### src/common/sas_pkg.sv
package sas_pkg;

    localparam int unsigned CORE_CLK_MHZ   = 200;
    localparam int unsigned CORE_PERIOD_PS = 1000000 / CORE_CLK_MHZ;
    localparam int unsigned FRC_TAD_NS     = 4000;
    localparam int unsigned FRC_TAD_CYC    = (FRC_TAD_NS * 1000) / CORE_PERIOD_PS;
    localparam int unsigned INSTR_CYC      = 4;
    localparam int unsigned RES_W          = 10;
    localparam int unsigned CONV_TADS      = 11;
    localparam int unsigned ABORT_TADS     = 2;

    localparam logic [7:0] OFS_CTRL = 8'h00;
    localparam logic [7:0] OFS_ASEL = 8'h04;
    localparam logic [7:0] OFS_RESH = 8'h08;
    localparam logic [7:0] OFS_RESL = 8'h0c;
    localparam logic [7:0] OFS_FLAG = 8'h10;
    localparam logic [7:0] OFS_IEN  = 8'h14;
    localparam logic [7:0] OFS_STAT = 8'h18;

    localparam int unsigned CTRL_JUST = 7;
    localparam int unsigned CTRL_VREF = 6;
    localparam int unsigned CTRL_CHS  = 2;
    localparam int unsigned CTRL_GO   = 1;
    localparam int unsigned CTRL_EN   = 0;
    localparam int unsigned ASEL_CS   = 4;
    localparam int unsigned ASEL_AN   = 0;
    localparam int unsigned FLAG_DONE = 6;
    localparam int unsigned IEN_DONE  = 6;

    localparam logic [7:0] CTRL_RST = 8'h00;
    localparam logic [7:0] ASEL_RST = 8'h0f;
    localparam logic       FLAG_RST = 1'b0;
    localparam logic       IEN_RST  = 1'b0;

    typedef enum {ST_IDLE, ST_START_DLY, ST_CONV, ST_ABORT_WAIT} sas_state_t;

    function automatic logic sas_is_frc(input logic [2:0] sel);
        return sel[1:0] == 2'b11;
    endfunction : sas_is_frc

    // core clocks per conversion-clock period
    function automatic logic [6:0] sas_div_ratio(input logic [2:0] sel);
        case (sel)
            3'h0:    return 7'h02;
            3'h4:    return 7'h04;
            3'h1:    return 7'h08;
            3'h5:    return 7'h10;
            3'h2:    return 7'h20;
            3'h6:    return 7'h40;
            default: return 7'h00;
        endcase
    endfunction : sas_div_ratio

endpackage : sas_pkg

### src/sas_tad_div.sv
`timescale 1ns/1ps
module sas_tad_div
    import sas_pkg::*;
#(
    parameter int unsigned FRC_CYC = FRC_TAD_CYC
) (
    // clock and reset
    input  wire logic       clk,
    input  wire logic       rst_n,
    // control
    input  wire logic       clr,
    input  wire logic       run,
    input  wire logic [2:0] sel,
    // one-cycle conversion-clock enable
    output logic            tick
);
    localparam int CW = ($clog2(FRC_CYC + 1) > 7) ? $clog2(FRC_CYC + 1) : 7;

    typedef struct packed {
        logic [CW-1:0] cnt;
        logic          tick;
    } sas_div_st_t;

    sas_div_st_t st_r;
    sas_div_st_t st_nxt;
    logic [CW-1:0] period;

    always_comb begin
        st_nxt = st_r;
        // oscillator modelled as a fixed core-clock divide
        period = sas_is_frc(sel) ? CW'(FRC_CYC) : CW'(sas_div_ratio(sel)); // RL3
        st_nxt.tick = 1'b0;
        if (!run || clr) begin
            st_nxt.cnt = '0;
        end else if (st_r.cnt == period - CW'(1)) begin
            st_nxt.cnt  = '0;
            st_nxt.tick = 1'b1;
        end else begin
            st_nxt.cnt = st_r.cnt + CW'(1);
        end
    end

    always_ff @(posedge clk or negedge rst_n) begin
        if (!rst_n) begin
            st_r <= '0;
        end else begin
            st_r <= st_nxt;
        end
    end

    assign tick = st_r.tick;

endmodule : sas_tad_div

### src/sas_sar_core.sv
`timescale 1ns/1ps
module sas_sar_core
    import sas_pkg::*;
#(
    parameter int unsigned W = RES_W
) (
    // clock and reset
    input  wire logic         clk,
    input  wire logic         rst_n,
    // sequencing
    input  wire logic         tick,
    input  wire logic         start,
    input  wire logic         abort,
    input  wire logic         cmp_hi,
    // results
    output logic [W-1:0]      trial,
    output logic              busy,
    output logic              done,
    output logic [W-1:0]      result
);
    typedef struct packed {
        logic [3:0]   cnt;
        logic [W-1:0] code;
        logic [W-1:0] res;
        logic         busy;
        logic         done;
    } sas_sar_st_t;

    sas_sar_st_t st_r;
    sas_sar_st_t st_nxt;

    always_comb begin
        st_nxt = st_r;
        st_nxt.done = 1'b0;
        if (abort) begin
            // result kept: no partial update
            st_nxt.busy = 1'b0; // RL11
            st_nxt.code = '0;
        end else if (start) begin
            st_nxt.busy = 1'b1;
            st_nxt.cnt  = '0;
            st_nxt.code = '0;
        end else if (st_r.busy && tick) begin
            // period 0 samples, periods 1..W resolve a bit each
            for (int i = 0; i < W; i++) begin
                if (st_r.cnt != 4'h0 && i == W - int'(st_r.cnt) && !cmp_hi) begin
                    st_nxt.code[i] = 1'b0; // RL1
                end
                if (i == W - 1 - int'(st_r.cnt)) begin
                    st_nxt.code[i] = 1'b1;
                end
            end
            st_nxt.cnt = st_r.cnt + 4'h1;
            if (st_r.cnt == 4'(CONV_TADS - 1)) begin
                st_nxt.busy = 1'b0; // RL4
                st_nxt.done = 1'b1;
                st_nxt.res  = st_nxt.code;
            end
        end
    end

    always_ff @(posedge clk or negedge rst_n) begin
        if (!rst_n) begin
            st_r <= '0;
        end else begin
            st_r <= st_nxt;
        end
    end

    assign trial  = st_r.code;
    assign busy   = st_r.busy;
    assign done   = st_r.done;
    assign result = st_r.res;

endmodule : sas_sar_core

### src/sas_adc_seq.sv
// What this block does
// RL1 - ten-bit result by successive approximation, stored in result pair
// RL2 - control bit picks supply or external pin as positive reference; negative is ground
// RL3 - clock select picks system clock /2 to /64, or oscillator
// RL4 - one full conversion lasts exactly eleven conversion-clock periods
// RL5 - done flag sets at every completion regardless of interrupt enable
// RL6 - software clears the done flag; hardware never clears it
// RL7 - completion with interrupt enabled wakes a sleeping device
// RL8 - enable bit powers converter; writing one to go starts conversion
// RL9 - software enables converter first, sets go in a later write
// RL10 - completion clears go, sets done flag, loads both result registers
// RL11 - clearing go early aborts; result registers keep previous value untouched
// RL12 - after abort wait two conversion periods, then acquire
// RL13 - reset returns all control state to defaults, ending any conversion
// RL14 - with oscillator clock, start is delayed one extra instruction cycle
// RL15 - sleep, oscillator, irq off: powers down after completing
// RL16 - sleep on divided clock aborts and powers down, enable stays
// RL17 - capture/compare trigger sets go and clears the timer
// RL18 - format bit selects left or right justification of result
// RL19 - channel field picks which input feeds the sample-and-hold
// RL20 - software waits acquisition time after a channel change
// RL21 - left: high holds bits 9-2; right: high holds 9-8; unused read zero
// RL22 - channel codes 0-3 pins, 4 comparator ref, 5 0.6 V, 6 1.2 V, 7 reserved
//
// Local design decisions: the Avalon-MM register port and the placing of the registers.
`timescale 1ns/1ps
module sas_adc_seq
    import sas_pkg::*;
#(
    parameter int unsigned FRC_CYC = FRC_TAD_CYC
) (
    // clock and reset
    input  wire logic        core_clk,
    input  wire logic        rst_n,
    // avalon-mm slave
    input  wire logic [7:0]  avs_address,
    input  wire logic        avs_read,
    input  wire logic        avs_write,
    input  wire logic [31:0] avs_writedata,
    output logic      [31:0] avs_readdata,
    output logic             avs_waitrequest,
    // core power state
    input  wire logic        sleep_in,
    output logic             wake_req,
    output logic             done_irq,
    // special event trigger
    input  wire logic        special_event_trig,
    output logic             timer1_clear,
    // analog front end
    input  wire logic        cmp_in,
    output logic [9:0]       dac_code,
    output logic             sample_close,
    output logic [6:0]       chan_onehot,
    output logic             pos_ref_ext,
    output logic             conv_active,
    output logic             analog_power,
    output logic [3:0]       analog_pins
);

    typedef struct packed {
        logic             justify;
        logic             vref;
        logic [2:0]       channel_select;
        logic             go;
        logic             en;
        logic [2:0]       csel;
        logic [3:0]       analog_select_reg;
        logic             flag;
        logic             ien;
        logic [RES_W-1:0] res;
        logic [1:0]       st;
        logic [1:0]       dly;
        logic [1:0]       tads;
        logic             off;
        logic             ack;
        logic [31:0]      rdata;
        logic             tmr_clr;
        logic             wake;
    } sas_seq_st_t;

    sas_seq_st_t st_r;
    sas_seq_st_t st_nxt;

    logic [1:0]       rst_sync_r;
    logic             rst_q_n;
    logic [1:0]       cmp_sync_r;
    logic             tick;
    logic             div_run;
    logic             div_clr;
    logic             sar_start;
    logic             sar_abort;
    logic             sar_busy;
    logic             sar_done;
    logic [RES_W-1:0] sar_trial;
    logic [RES_W-1:0] sar_result;
    logic             req;
    logic             wr_fire;
    logic             frc;
    logic             sleep_abort;
    logic [7:0]       ctrl_rd;
    logic [15:0]      res_rd;
    sas_state_t       cur;

    // retimed release so all flops leave reset together
    always_ff @(posedge core_clk or negedge rst_n) begin
        if (!rst_n) begin
            rst_sync_r <= 2'b00;
        end else begin
            rst_sync_r <= {rst_sync_r[0], 1'b1};
        end
    end
    assign rst_q_n = rst_sync_r[1];

    // comparator is asynchronous: two flops first
    always_ff @(posedge core_clk or negedge rst_q_n) begin
        if (!rst_q_n) begin
            cmp_sync_r <= 2'b00;
        end else begin
            cmp_sync_r <= {cmp_sync_r[0], cmp_in};
        end
    end

    // result pair as seen by software
    function automatic logic [15:0] sas_fmt_res(input logic just, input logic [RES_W-1:0] r);
        if (just) begin
            return {6'h00, r[9:8], r[7:0]};
        end
        return {r[9:2], r[1:0], 6'h00};
    endfunction : sas_fmt_res

    function automatic logic [6:0] sas_chan_dec(input logic [2:0] c);
        if (c == 3'h7) begin
            return 7'h00;
        end
        return 7'(8'h01 << c);
    endfunction : sas_chan_dec

    assign cur         = sas_state_t'(st_r.st);
    assign frc         = sas_is_frc(st_r.csel);
    assign req         = avs_read | avs_write;
    assign wr_fire     = avs_write & st_r.ack;
    assign sleep_abort = sleep_in & ~frc & (cur != ST_IDLE); // RL16
    assign ctrl_rd     = {st_r.justify, st_r.vref, 1'b0, st_r.channel_select, st_r.go, st_r.en};
    assign res_rd      = sas_fmt_res(st_r.justify, st_r.res); // RL21 RL18

    // one wait state keeps read data from a flop
    assign avs_waitrequest = req & ~st_r.ack;

    always_comb begin
        st_nxt    = st_r;
        sar_start = 1'b0;
        sar_abort = 1'b0;
        div_clr   = 1'b0;
        st_nxt.tmr_clr = 1'b0;
        st_nxt.wake    = 1'b0;

        // bus slave
        st_nxt.ack = req & ~st_r.ack;
        if (req && !st_r.ack) begin
            case (avs_address)
                OFS_CTRL: st_nxt.rdata = {24'h0, ctrl_rd};
                OFS_ASEL: st_nxt.rdata = {25'h0, st_r.csel, st_r.analog_select_reg};
                OFS_RESH: st_nxt.rdata = {24'h0, res_rd[15:8]};
                OFS_RESL: st_nxt.rdata = {24'h0, res_rd[7:0]};
                OFS_FLAG: st_nxt.rdata = 32'(st_r.flag) << FLAG_DONE;
                OFS_IEN:  st_nxt.rdata = 32'(st_r.ien) << IEN_DONE;
                OFS_STAT: st_nxt.rdata = {28'h0, st_r.off, sar_busy, st_r.st};
                default:  st_nxt.rdata = 32'h0;
            endcase
        end

        if (wr_fire) begin
            case (avs_address)
                OFS_CTRL: begin
                    st_nxt.justify = avs_writedata[CTRL_JUST]; // RL18
                    st_nxt.vref    = avs_writedata[CTRL_VREF]; // RL2
                    st_nxt.channel_select     = avs_writedata[CTRL_CHS +: 3]; // RL19
                    st_nxt.go      = avs_writedata[CTRL_GO]; // RL8
                    st_nxt.en      = avs_writedata[CTRL_EN]; // RL8
                end
                OFS_ASEL: begin
                    st_nxt.csel  = avs_writedata[ASEL_CS +: 3]; // RL3
                    st_nxt.analog_select_reg = avs_writedata[ASEL_AN +: 4];
                end
                OFS_FLAG: st_nxt.flag = avs_writedata[FLAG_DONE]; // RL6
                OFS_IEN:  st_nxt.ien  = avs_writedata[IEN_DONE];
                default: ;
            endcase
        end

        // trigger wins over a same-cycle software go clear
        if (special_event_trig) begin
            st_nxt.tmr_clr = 1'b1; // RL17
            if (st_nxt.en) begin
                st_nxt.go = 1'b1; // RL17
            end
        end

        if (!sleep_in) begin
            st_nxt.off = 1'b0;
        end

        case (cur)
            ST_IDLE: begin
                // go with enable in one write still starts
                if (st_r.go && st_r.en && !st_r.off && !(sleep_in && !frc)) begin // RL9
                    if (frc) begin
                        st_nxt.st  = 2'(ST_START_DLY); // RL14
                        st_nxt.dly = '0;
                    end else begin
                        sar_start = 1'b1; // RL8
                        div_clr   = 1'b1;
                        st_nxt.st = 2'(ST_CONV);
                    end
                end
            end
            ST_START_DLY: begin
                // lets the core enter sleep before conversion noise
                st_nxt.dly = st_r.dly + 2'h1;
                if (st_r.dly == 2'(INSTR_CYC - 1)) begin
                    sar_start = 1'b1; // RL14
                    div_clr   = 1'b1;
                    st_nxt.st = 2'(ST_CONV);
                end
            end
            ST_CONV: begin
                if (sar_done) begin
                    st_nxt.st = 2'(ST_IDLE);
                end
            end
            ST_ABORT_WAIT: begin
                if (tick) begin
                    st_nxt.tads = st_r.tads + 2'h1;
                    if (st_r.tads == 2'(ABORT_TADS - 1)) begin
                        st_nxt.st = 2'(ST_IDLE); // RL12
                    end
                end
            end
            default: st_nxt.st = 2'(ST_IDLE);
        endcase

        // software abort: go cleared while pending or running
        if ((cur == ST_CONV || cur == ST_START_DLY) && !st_nxt.go && !sar_done) begin
            sar_abort   = 1'b1; // RL11
            div_clr     = 1'b1;
            st_nxt.tads = '0;
            st_nxt.st   = 2'(ST_ABORT_WAIT); // RL12
        end

        // disable or divided-clock sleep ends all at once
        if (!st_r.en || sleep_abort) begin
            if (cur != ST_IDLE) begin
                sar_abort = 1'b1; // RL16
            end
            st_nxt.st = 2'(ST_IDLE);
            if (sleep_abort) begin
                st_nxt.go  = 1'b0; // RL16
                st_nxt.off = 1'b1; // RL16
            end
        end

        if (sar_done && st_r.en) begin
            st_nxt.res  = sar_result; // RL10
            st_nxt.go   = 1'b0; // RL10
            st_nxt.flag = 1'b1; // RL5
            if (sleep_in && st_r.ien) begin
                st_nxt.wake = 1'b1; // RL7
            end
            if (sleep_in && frc && !st_r.ien) begin
                st_nxt.off = 1'b1; // RL15
            end
        end
    end

    always_ff @(posedge core_clk or negedge rst_q_n) begin
        if (!rst_q_n) begin
            st_r         <= '0; // RL13
            st_r.justify <= CTRL_RST[CTRL_JUST];
            st_r.vref    <= CTRL_RST[CTRL_VREF];
            st_r.channel_select     <= CTRL_RST[CTRL_CHS +: 3];
            st_r.go      <= CTRL_RST[CTRL_GO];
            st_r.en      <= CTRL_RST[CTRL_EN];
            st_r.csel    <= ASEL_RST[ASEL_CS +: 3];
            st_r.analog_select_reg   <= ASEL_RST[ASEL_AN +: 4];
            st_r.flag    <= FLAG_RST;
            st_r.ien     <= IEN_RST;
            st_r.st      <= 2'(ST_IDLE);
        end else begin
            st_r <= st_nxt;
        end
    end

    assign div_run = (cur == ST_CONV) || (cur == ST_ABORT_WAIT);

    sas_tad_div #(
        .FRC_CYC (FRC_CYC)
    ) u_div (
        .clk   (core_clk),
        .rst_n (rst_q_n),
        .clr   (div_clr),
        .run   (div_run),
        .sel   (st_r.csel),
        .tick  (tick)
    );

    sas_sar_core #(
        .W (RES_W)
    ) u_sar (
        .clk    (core_clk),
        .rst_n  (rst_q_n),
        .tick   (tick),
        .start  (sar_start),
        .abort  (sar_abort),
        .cmp_hi (cmp_sync_r[1]),
        .trial  (sar_trial),
        .busy   (sar_busy),
        .done   (sar_done),
        .result (sar_result)
    );

    assign avs_readdata = st_r.rdata;
    assign done_irq     = st_r.flag & st_r.ien;
    assign wake_req     = st_r.wake;
    assign timer1_clear = st_r.tmr_clr;
    assign dac_code     = sar_trial;
    assign conv_active  = sar_busy;
    assign analog_power = st_r.en & ~st_r.off;
    // hold opens for conversion and the post-abort wait
    assign sample_close = analog_power & (cur == ST_IDLE || cur == ST_START_DLY); // RL12
    assign chan_onehot  = analog_power ? sas_chan_dec(st_r.channel_select) : 7'h00; // RL22 RL19
    assign pos_ref_ext  = st_r.vref; // RL2
    assign analog_pins  = st_r.analog_select_reg;

endmodule : sas_adc_seq

### config.mk
export PLATFORM = sky130hd
export DESIGN_NAME = sas_adc_seq
export DESIGN_NICKNAME = d
export VERILOG_FILES = /design/src/common/sas_pkg.sv /design/src/sas_tad_div.sv /design/src/sas_sar_core.sv /design/src/sas_adc_seq.sv
export SDC_FILE = /design/constraint.sdc
export NUM_CORES = 1
export LEC_CHECK = 0
export ABC_AREA = 1
export BUFFER_PORTS_ARGS = -buffer_cell sky130_fd_sc_hd__buf_2
export CORE_MARGIN = 1.5
export CORE_UTILIZATION = 60
export CTS_BUF_LIST = sky130_fd_sc_hd__clkbuf_8
export DETAILED_ROUTE_END_ITERATION = 12
export GPL_ROUTABILITY_DRIVEN = 0
export GPL_TIMING_DRIVEN = 0
export PLACE_DENSITY = 0.95
export REMOVE_ABC_BUFFERS = 1
export SLEW_MARGIN = 20
export SYNTH_ARGS = -nofsm -noshare
export SYNTH_HDL_FRONTEND = slang
export SYNTH_SLANG_ARGS = --single-unit
export TNS_END_PERCENT = 50
### constraint.sdc
create_clock -name core_clk -period 7.35 [get_ports core_clk]
set_clock_uncertainty 0.15 [all_clocks]
set_input_delay 1.1025 -clock core_clk [delete_from_list [all_inputs] [get_ports core_clk]]
set_output_delay 1.1025 -clock core_clk [all_outputs]
set_load 0.01 [all_outputs]
== Word level (Yosys, flattened, before mapping) ==
Index checks and enable logic that the tools add are counted.

* Bits in registers: 109
* Word-level logic and storage cells: 252

* Shift operators: 1
* Add/subtract/negate cells: 7
* Mux-type cells: 83
* Reductions and logical operators: 73
* Bitwise operators: 13
* Equal/unequal tests: 48

{| class="wikitable"
|+ Operator list
! kind !! count
|-
| equality test 3 x 32 -> 1 bit (first input constant) || 8
|-
| equality test 2 x 32 -> 1 bit (first input constant) || 4
|-
| equality test 4 x 32 -> 1 bit (first input constant) || 4
|-
| logical NOT 32 bit || 4
|-
| equality test 1 x 32 -> 1 bit (first input constant) || 2
|-
| one-hot mux 8 bit (7 select lines) || 1
|-
| 2-to-1 mux 1 bit || 51
|-
| one-hot mux 7 bit (6 select lines) || 1
|-
| 2-to-1 mux 10 bit || 4
|-
| logical AND 1 bit || 32
|-
| 2-to-1 mux 16 bit || 2
|-
| nonzero test 32 bit || 1
|-
| 2-to-1 mux 7 bit || 4
|-
| 2-to-1 mux 26 bit || 1
|-
| equality test 8 x 5 -> 1 bit (second input constant) || 3
|-
| 2-to-1 mux 2 bit || 12
|-
| equality test 8 x 4 -> 1 bit (second input constant) || 2
|-
| 2-to-1 mux 14 bit || 1
|-
| AND reduction 2 bit || 7
|-
| equality test 2 bit (second input constant) || 6
|-
| equality test 3 bit (second input constant) || 4
|-
| 2-to-1 mux 12 bit || 1
|-
| inequality test 4 bit (second input constant) || 3
|-
| nonzero test 2 bit || 6
|-
| other kinds (31) || 61
|}

== Logic depth before layout (Yosys ltp) ==
Gate-level depths: netlist of the first run.

* Depth after elaboration: 13
* Mapped depth: 13

== Modules after synthesis ==
Synthesis of the first run repeated with hierarchy kept, for this count alone.

* Cells, all modules: 676
* Area total of the unflattened synthesis: 5238.8 µm²

{| class="wikitable"
|+ By module, submodules not included
! module !! cells each !! seq. area each (µm²) !! times used !! area an instance (µm²)
|-
| sas_adc_seq || 351 || 1206.2 || 1 || 2849.0
|-
| sas_sar_core || 220 || 650.6 || 1 || 1631.6
|-
| sas_tad_div || 105 || 275.3 || 1 || 758.2
|}

== Worst setup path before layout of the first run ==
Ideal clock, no wire load.

* Kind: in2out
* Start point: in avs_write
* End point: out avs_waitrequest
* Path slack: 4562 ps
* Data required time: 6097 ps
* Data arrival time: 1536 ps
* Stages on the path: 2
* Cells stage by stage: nor2_1 > nor2_1

* Word-level cells in the longest chain between the ends: 2

{| class="wikitable"
|+ Ends and longest elaborated chain
! element !! line !! text
|-
| from (decl) || sas_adc_seq.sv:38 || <nowiki>input wire logic avs_write,</nowiki>
|-
| OR 1 bit || sas_adc_seq.sv:140 || <nowiki>assign req = avs_read | avs_write;</nowiki>
|-
| AND 1 bit || sas_adc_seq.sv:147 || <nowiki>assign avs_waitrequest = req & ~st_r.ack;</nowiki>
|-
| to (decl) || sas_adc_seq.sv:41 || <nowiki>output logic avs_waitrequest,</nowiki>
|}

No other way between the ends.

== Final worst setup path of the first run ==
Same ends and word-level chain as after synthesis.

==> flow_summary_export.csv, run 1 <==
group,metric,value,unit
setup_path,timing.rr.end,"u_sar.result[9]",
clocking,htree_levels,3,
clocking,cts_tree,"done",
floorplanning,ios,108,
timing,fin_tns_setup,0,ns
timing,fmax,317,MHz
clocking,cts_inserted_buffers,9,
drt,detail_route.vias_per_cell,5.32,
power_and_ir_drop,power.ir.vdd_worst,0.196,mV
setup_path,ff2ff_path_depth,8,
drt,route.detailed.wl_per_inst,13.3,um
global_routing,grtUsageTotal,0.249,
global_routing,largest_net_degree_at_the_start_of_global_routing,56,
global_routing,grt_overflow,0,
cells_and_area,final_layout_size_suffix_gt1_frac,0.168,
clocking,cts_hold_buf,0,
setup_path,cpLargestDelayFamily,"simple AND/OR/NAND/NOR gates",
drt,totalWireLength,10.3,mm
setup_path,worst-r2r-setup-slack,5.01,ns
setup_path,worstPathRequired,6.10,ns
setup_path,start_of_the_worst_register_to_register_path,"cur[0]",
setup_path,critical-path-max-stage-delay,0.44,ns
floorplanning,die_height,94.1,um
drt,vias,4106,
timing,layout_min_cycle_time,3.16,ns
timing,rsz_0062_raised_after_global_routing,"no",
floorplanning,num_rows,33,
outcome,status,"finished clean",
timing,timing.final.hold_violations,0,
timing,max_slew.worst_pin.slew,0.885,ns
setup_path,path_max_fanout,10,
power_and_ir_drop,power_density,243,mW/mm^2
clocking,cts_post_setup_buffers_inserted,0,
synthesis,yosys_most_used_dff,"dfrtp_1",
synthesis,synth-async-reset-ratio,1.00,
setup_path,end_kind,"primary output",
drt,drc,0,
job,max_cap_viol_count,0,
timing,max_slew_margin,0.408,
cells_and_area,final_util,0.653,
clocking,clk_root_buffer_cell,"clkbuf_8",
synthesis,postSynthCellCount,627,
clocking,cts.repair.resized,0,
drt,postRouteAntennaNets,0,
floorplanning,starting_density_of_the_core,0.612,
floorplanning,die_w,94.1,um
clocking,clock_tree.buffer_depth,2,
power_and_ir_drop,leakagePower,2.93,nW
synthesis,yosysSeqAreaShare,0.428,
cells_and_area,num-fill-cells,638,
floorplanning,core_area,0.00813,sq mm
clocking,cts_num_sinks,85,
placement,portBuffers,59,
global_routing,number_of_global_route_vias_before_repair,3880,
timing,min_period_over_period,0.430,
drt,dr.first_iter.drc_count,291,
setup_path,worstPathArrival,1.90,ns
setup_path,crit_chain,"buf_2 > nor2_1 > nor2_1 > buf_2",
global_routing,grt_pass1_wl,17.1,mm
clocking,clk-insertion-delay-late,0.37,ns
placement,hpwl,7.80,mm
clocking,clk_pin_slew,0.08,ns
timing,finish_stage_setup_viols,0,
synthesis,syn_area_per_cell,7.94,sq um
drt,dr.pass1.iters,5,
cells_and_area,area_overhead_vs_synth,6.71,%
cells_and_area,finish.net_count,725,
timing,timing.final.max_slew_violations,0,
hold_path,worst_hold_path_type,"reg2async",
cells_and_area,antenna-diode-count,0,
synthesis,number_of_flops_mapped_to_enable_cells_by_yosys,0,
setup_path,critical_path_s_slowest_cell,"nor2_1",
synthesis,syn_area,0.00498,sq mm
synthesis,ys_types,44,
floorplanning,floorplan.die_area,0.00885,sq mm
synthesis,ys_ff_latch,85,
global_routing,grt_antenna_before_repair,0,
setup_path,criticalPathCategory,"in2out",
setup_path,startpoint_type,"input port",
synthesis,yosysWarnings,0,
setup_path,critPathBufInv,2,
## logic make-up after synthesis
logic type	synth area share
and+or+nand+nor	0.271
buffers and inverters	0.144
AOI/OAI and AO/OA	0.0807
adders and majority gates	0.0402
other	0.00151
DFF	0.428
muxes	0.0136
xor gates and xnor gates	0.0211
## cell usage in the layout, fill, tap and decap left out, types with 2 or more instances in the layout
cell        count
nand2_1       142
dfrtp_1        80
inv_1          75
nand3_1        63
nor2_1         59
buf_2          59
o21ai_0        35
conb_1         25
a21oi_1        18
ha_1           16
nand2_2        14
xor2_1         11
clkbuf_8       10
nor3_1          6
mux2_2          6
dfstp_2         4
o22ai_1         3
o211ai_1        3
nor3b_1         3
o21ai_1         2
o31ai_1         2
nand4_1         2
a211oi_1        2
a31oi_1         2
or2_2           2
nand2_4         2
bufinv_16       2
clkinvlp_4      2
## per-layer routing
metal | routed length [um] | up-vias | share of wire | GRT usage
li1 | - | 1989 | - | -
met1 | 4360 | 1895 | 0.43 | 0.303
met5 | 0 | - | 0 | 0
met3 | 685 | 37 | 0.067 | 0.0510
met2 | 4850 | 185 | 0.47 | 0.416
met4 | 353 | 0 | 0.034 | 0.128
## sequential cells by signal, indices dropped and copies added (netlist names)
register,cells
st_r,21
u_sar.st_r,4
u_sar.trial,10
pos_ref_ext,1
analog_pins,4
wake_req,1
u_div.st_r,10
u_sar.result,10
u_sar.busy,1
u_sar.done,1
timer1_clear,1
avs_readdata,8
cmp_sync_r,2
u_div.tick,1
rst_sync_r,2
ctrl_rd,6
cur,2
## metrics by stage
stage | std cells | total power (W) | setup WS, ns | hold slack, ns | cell area (sq um)
4_1_cts | 772 | 0.00129 | 4.22 | 0.125 | 5310
2_1_floorplan | 591 | 0.000816 | 4.56 | 0.181 | 4630
6_report | 772 | 0.00129 | 4.19 | 0.109 | 5310
3_3_place_gp | 755 | 0.000898 | 3.91 | 0.186 | 5060
3_5_place_dp | 756 | 0.000923 | 4.22 | 0.119 | 5090
5_1_grt | 772 | 0.00138 | 4.11 | 0.151 | 5310
## cell type report
| cell class | count | area [sq um] | area share |
|---|---|---|---|
| timing repair buffer | 60 | 323 | 0.0607 |
| inverter | 75 | 282 | 0.0530 |
| sequential | 85 | 2140 | 0.402 |
| multi-input combinational | 431 | 2220 | 0.417 |
| clock inverter | 6 | 87.6 | 0.0165 |
| clock buffer | 10 | 138 | 0.0259 |
| tap | 105 | 131 | 0.0247 |
## synthesized netlist by cell type, types with 3 or more instances
library cell | instances | area share
nor3_1 | 6 | 0.0060
xor2_1 | 11 | 0.019
buf_6 | 3 | 0.0068
inv_1 | 74 | 0.056
o211ai_1 | 3 | 0.0045
dfrtp_1 | 81 | 0.41
clkbuf_1 | 7 | 0.0053
nor3b_1 | 3 | 0.0045
nand3_1 | 63 | 0.063
buf_4 | 46 | 0.069
nand2_2 | 14 | 0.018
o21ai_0 | 35 | 0.035
dfstp_2 | 4 | 0.021
a21oi_1 | 18 | 0.018
nor2_1 | 59 | 0.044
o22ai_1 | 3 | 0.0038
ha_1 | 16 | 0.040
nand2_1 | 142 | 0.11
mux2_2 | 6 | 0.014
## report_power, final
part           switching [W]  internal [W]
combinational       0.000256      0.000116
clock               0.000171      0.000200
sequential         0.0000425      0.000504
total               0.000470      0.000820
## worst max path at each step
| stage | slack (ns) | cells after the start | startpoint | endpoint |
|---|---|---|---|---|
| finish | 4.19 | 4 | avs_write | avs_waitrequest |
| global route | 4.11 | 4 | avs_write | avs_waitrequest |
| CTS | 4.22 | 4 | avs_write | avs_waitrequest |
| detailed placement | 4.22 | 4 | avs_write | avs_waitrequest |
| global placement | 3.91 | 0 | rst_sync_r[1] | st_r[59] |
| floorplan | 4.56 | 2 | avs_write | avs_waitrequest |
Note: power is estimated with default switching activity, not from simulation.
==> run 2, diff against run 1 <==
--- a/config.mk
+++ b/config.mk
@@ -8,12 +8,12 @@
 export ABC_AREA = 1
 export BUFFER_PORTS_ARGS = -buffer_cell sky130_fd_sc_hd__buf_2
 export CORE_MARGIN = 1.5
-export CORE_UTILIZATION = 60
+export CORE_UTILIZATION = 51
 export CTS_BUF_LIST = sky130_fd_sc_hd__clkbuf_8
 export DETAILED_ROUTE_END_ITERATION = 12
 export GPL_ROUTABILITY_DRIVEN = 0
 export GPL_TIMING_DRIVEN = 0
-export PLACE_DENSITY = 0.95
+export PLACE_DENSITY = 0.89
 export REMOVE_ABC_BUFFERS = 1
 export SLEW_MARGIN = 20
 export SYNTH_ARGS = -nofsm -noshare
==> constraint.sdc (replaced) <==
create_clock -name core_clk -period 2.9 [get_ports core_clk]
set_clock_uncertainty 0.15 [all_clocks]
set_input_delay 0.435 -clock core_clk [delete_from_list [all_inputs] [get_ports core_clk]]
set_output_delay 0.435 -clock core_clk [all_outputs]
set_load 0.01 [all_outputs]
==> flow_summary_export.csv, run 2 (synthesis results as in run 1) <==
group,metric,value,unit
drt,drc,0,
setup_path,startpoint_type,"flip-flop",
setup_path,start_of_the_worst_register_to_register_path,"u_sar.st_r[22]",
clocking,cts_num_sinks,85,
power_and_ir_drop,p_int,0.00217,W
cells_and_area,final_layout_size_suffix_gt1_frac,0.168,
hold_path,worst_hold_path_type,"in2reg",
floorplanning,num_rows,35,
floorplanning,starting_density_of_the_core,0.531,
setup_path,worst-r2r-setup-slack,0.63,ns
timing,finish_stage_setup_viols,0,
cells_and_area,antenna-diode-count,0,
clocking,cts_post_setup_buffers_inserted,0,
drt,vias,4096,
timing,timing.final.hold_violations,0,
cells_and_area,final_common_cell,"nand2_1",
cells_and_area,area_overhead_vs_synth,7.96,%
global_routing,grt_pass1_wl,17.7,mm
timing,final_worst_setup_slack,0.443,ns
job,max_cap_viol_count,0,
power_and_ir_drop,leakagePower,2.94,nW
setup_path,path_max_fanout,4,
power_and_ir_drop,clock_power_share,0.304,
drt,dr.pass1.iters,7,
power_and_ir_drop,combinational_group_share_of_total_power,0.283,
global_routing,number_of_global_route_vias_before_repair,3847,
clocking,clk_root_buffer_cell,"clkbuf_8",
hold_path,min_from,"cmp_in",
clocking,cts_hold_buf,1,
placement,hpwl,7.97,mm
setup_path,cpLargestDelayFamily,"simple AND/OR/NAND/NOR gates",
timing,max_slew.worst_pin.slew,0.854,ns
drt,dr.first_iter.drc_count,268,
timing,fmax,407,MHz
global_routing,grt_antenna_before_repair,0,
power_and_ir_drop,sw_power,0.00119,W
power_and_ir_drop,share_seq_of_total_power,0.413,
clocking,clk-insertion-delay-late,0.36,ns
drt,postRouteAntennaNets,0,
power_and_ir_drop,power.ir.vdd_worst,0.297,mV
global_routing,grt_overflow,0,
cells_and_area,finish.net_count,726,
global_routing,largest_net_degree_at_the_start_of_global_routing,55,
floorplanning,floorplan.die_area,0.0104,sq mm
placement,place_worst_setup_slack,0.491,ns
setup_path,critPathBufInv,3,
hold_path,hold_path_end,"cmp_sync_r[0]",
clocking,cts_inserted_buffers,9,
setup_path,timing.rr.end,"u_sar.result[3]",
timing,layout_min_cycle_time,2.46,ns
setup_path,critical_path_s_slowest_cell,"dfrtp_1",
timing,max_slew_margin,0.429,
power_and_ir_drop,power.switching_fraction,0.353,
setup_path,worstPathRequired,2.32,ns
clocking,cts.repair.resized,0,
cells_and_area,leading_cell_types_in_the_layout_fill_and_taps_excluded,"142 x nand2_1, 80 x dfrtp_1, 75 x inv_1",
timing,rsz_0062_raised_after_global_routing,"no",
setup_path,path_common_cell,"inv_1",
floorplanning,ios,108,
floorplanning,die_height,102,um
setup_path,end_kind,"primary output",
clocking,clk_pin_slew,0.09,ns
clocking,clock_tree.buffer_depth,2,
drt,detail_route.vias_per_cell,5.14,
placement,portBuffers,59,
clocking,cts_tree,"done",
global_routing,grtUsageTotal,0.216,
clocking,htree_levels,3,
floorplanning,core_area,0.00937,sq mm
outcome,status,"finished clean",
floorplanning,die_w,102,um
drt,totalWireLength,10.5,mm
timing,min_period_over_period,0.847,
hold_path,count_of_cells_along_the_worst_hold_path,1,
setup_path,ff2ff_path_depth,7,
cells_and_area,largest_reg_flops,21,
cells_and_area,largest-register,"st_r",
setup_path,worstPathArrival,1.87,ns
setup_path,critical-path-max-stage-delay,0.38,ns
power_and_ir_drop,power_density,624,mW/mm^2
setup_path,crit_chain,"inv_1 > nor2_1 > inv_1 > or2_2 > nor3_1 > buf_2",
timing,timing.final.max_slew_violations,0,
setup_path,criticalPathCategory,"reg2out",
timing,fin_tns_setup,0,ns
drt,route.detailed.wl_per_inst,13.2,um
==> run 2: layout make-up <==
type                            count  area [sq um]
Inverter                           75           282
Tap cell                          129           161
Clock buffer                       10           138
Sequential cell                    85          2140
Timing Repair Buffer               61           333
Clock inverter                      6           110
Multi-Input combinational cell    431          2220
Fill cell                         825          4000
==> run 2: metrics by stage <==
step	cell area, sq um	total power, W	util	hold WS [ns]	std cells
2_1_floorplan	4630	0.00207	-	-0.0106	591
3_3_place_gp	5090	0.00228	0.543	0.0701	779
3_5_place_dp	5120	0.00234	0.546	0.0724	780
4_1_cts	5380	0.00336	0.574	0.0232	797
5_1_grt	5380	0.00357	0.574	0.0198	797
6_report	5380	0.00335	0.574	0.0362	797
==> run 2: how the worst max path moves through the flow <==
stage,startpoint,end,slack [ns],depth (start not counted)
final,ctrl_rd[0],chan_onehot[3],0.44,6
after detailed placement,avs_address[1],u_sar.result[5],0.49,13
after floorplan,rst_sync_r[1],avs_readdata[0],0.21,0
after CTS,ctrl_rd[0],chan_onehot[3],0.43,6
after global placement,rst_sync_r[1],st_r[59],-0.51,0
after global routing,ctrl_rd[0],chan_onehot[3],0.32,6
==> run 2: metal layers <==
metal | track usage | routed length, um
met3 | 0.0636 | 773
met4 | 0.0527 | 148
met1 | 0.267 | 4520
met5 | 0 | 0
met2 | 0.375 | 5110
==> run 2: power groups by stage <==
stage / sequential, W / clock [W] / combinational (W)
after CTS: 0.00138 / 0.00103 / 0.000941
after global routing: 0.00140 / 0.00108 / 0.00108
after floorplan: 0.00139 / 0 / 0.000677
after global placement: 0.00141 / 0 / 0.000868
after detailed placement: 0.00141 / 0 / 0.000931
final: 0.00138 / 0.00102 / 0.000951
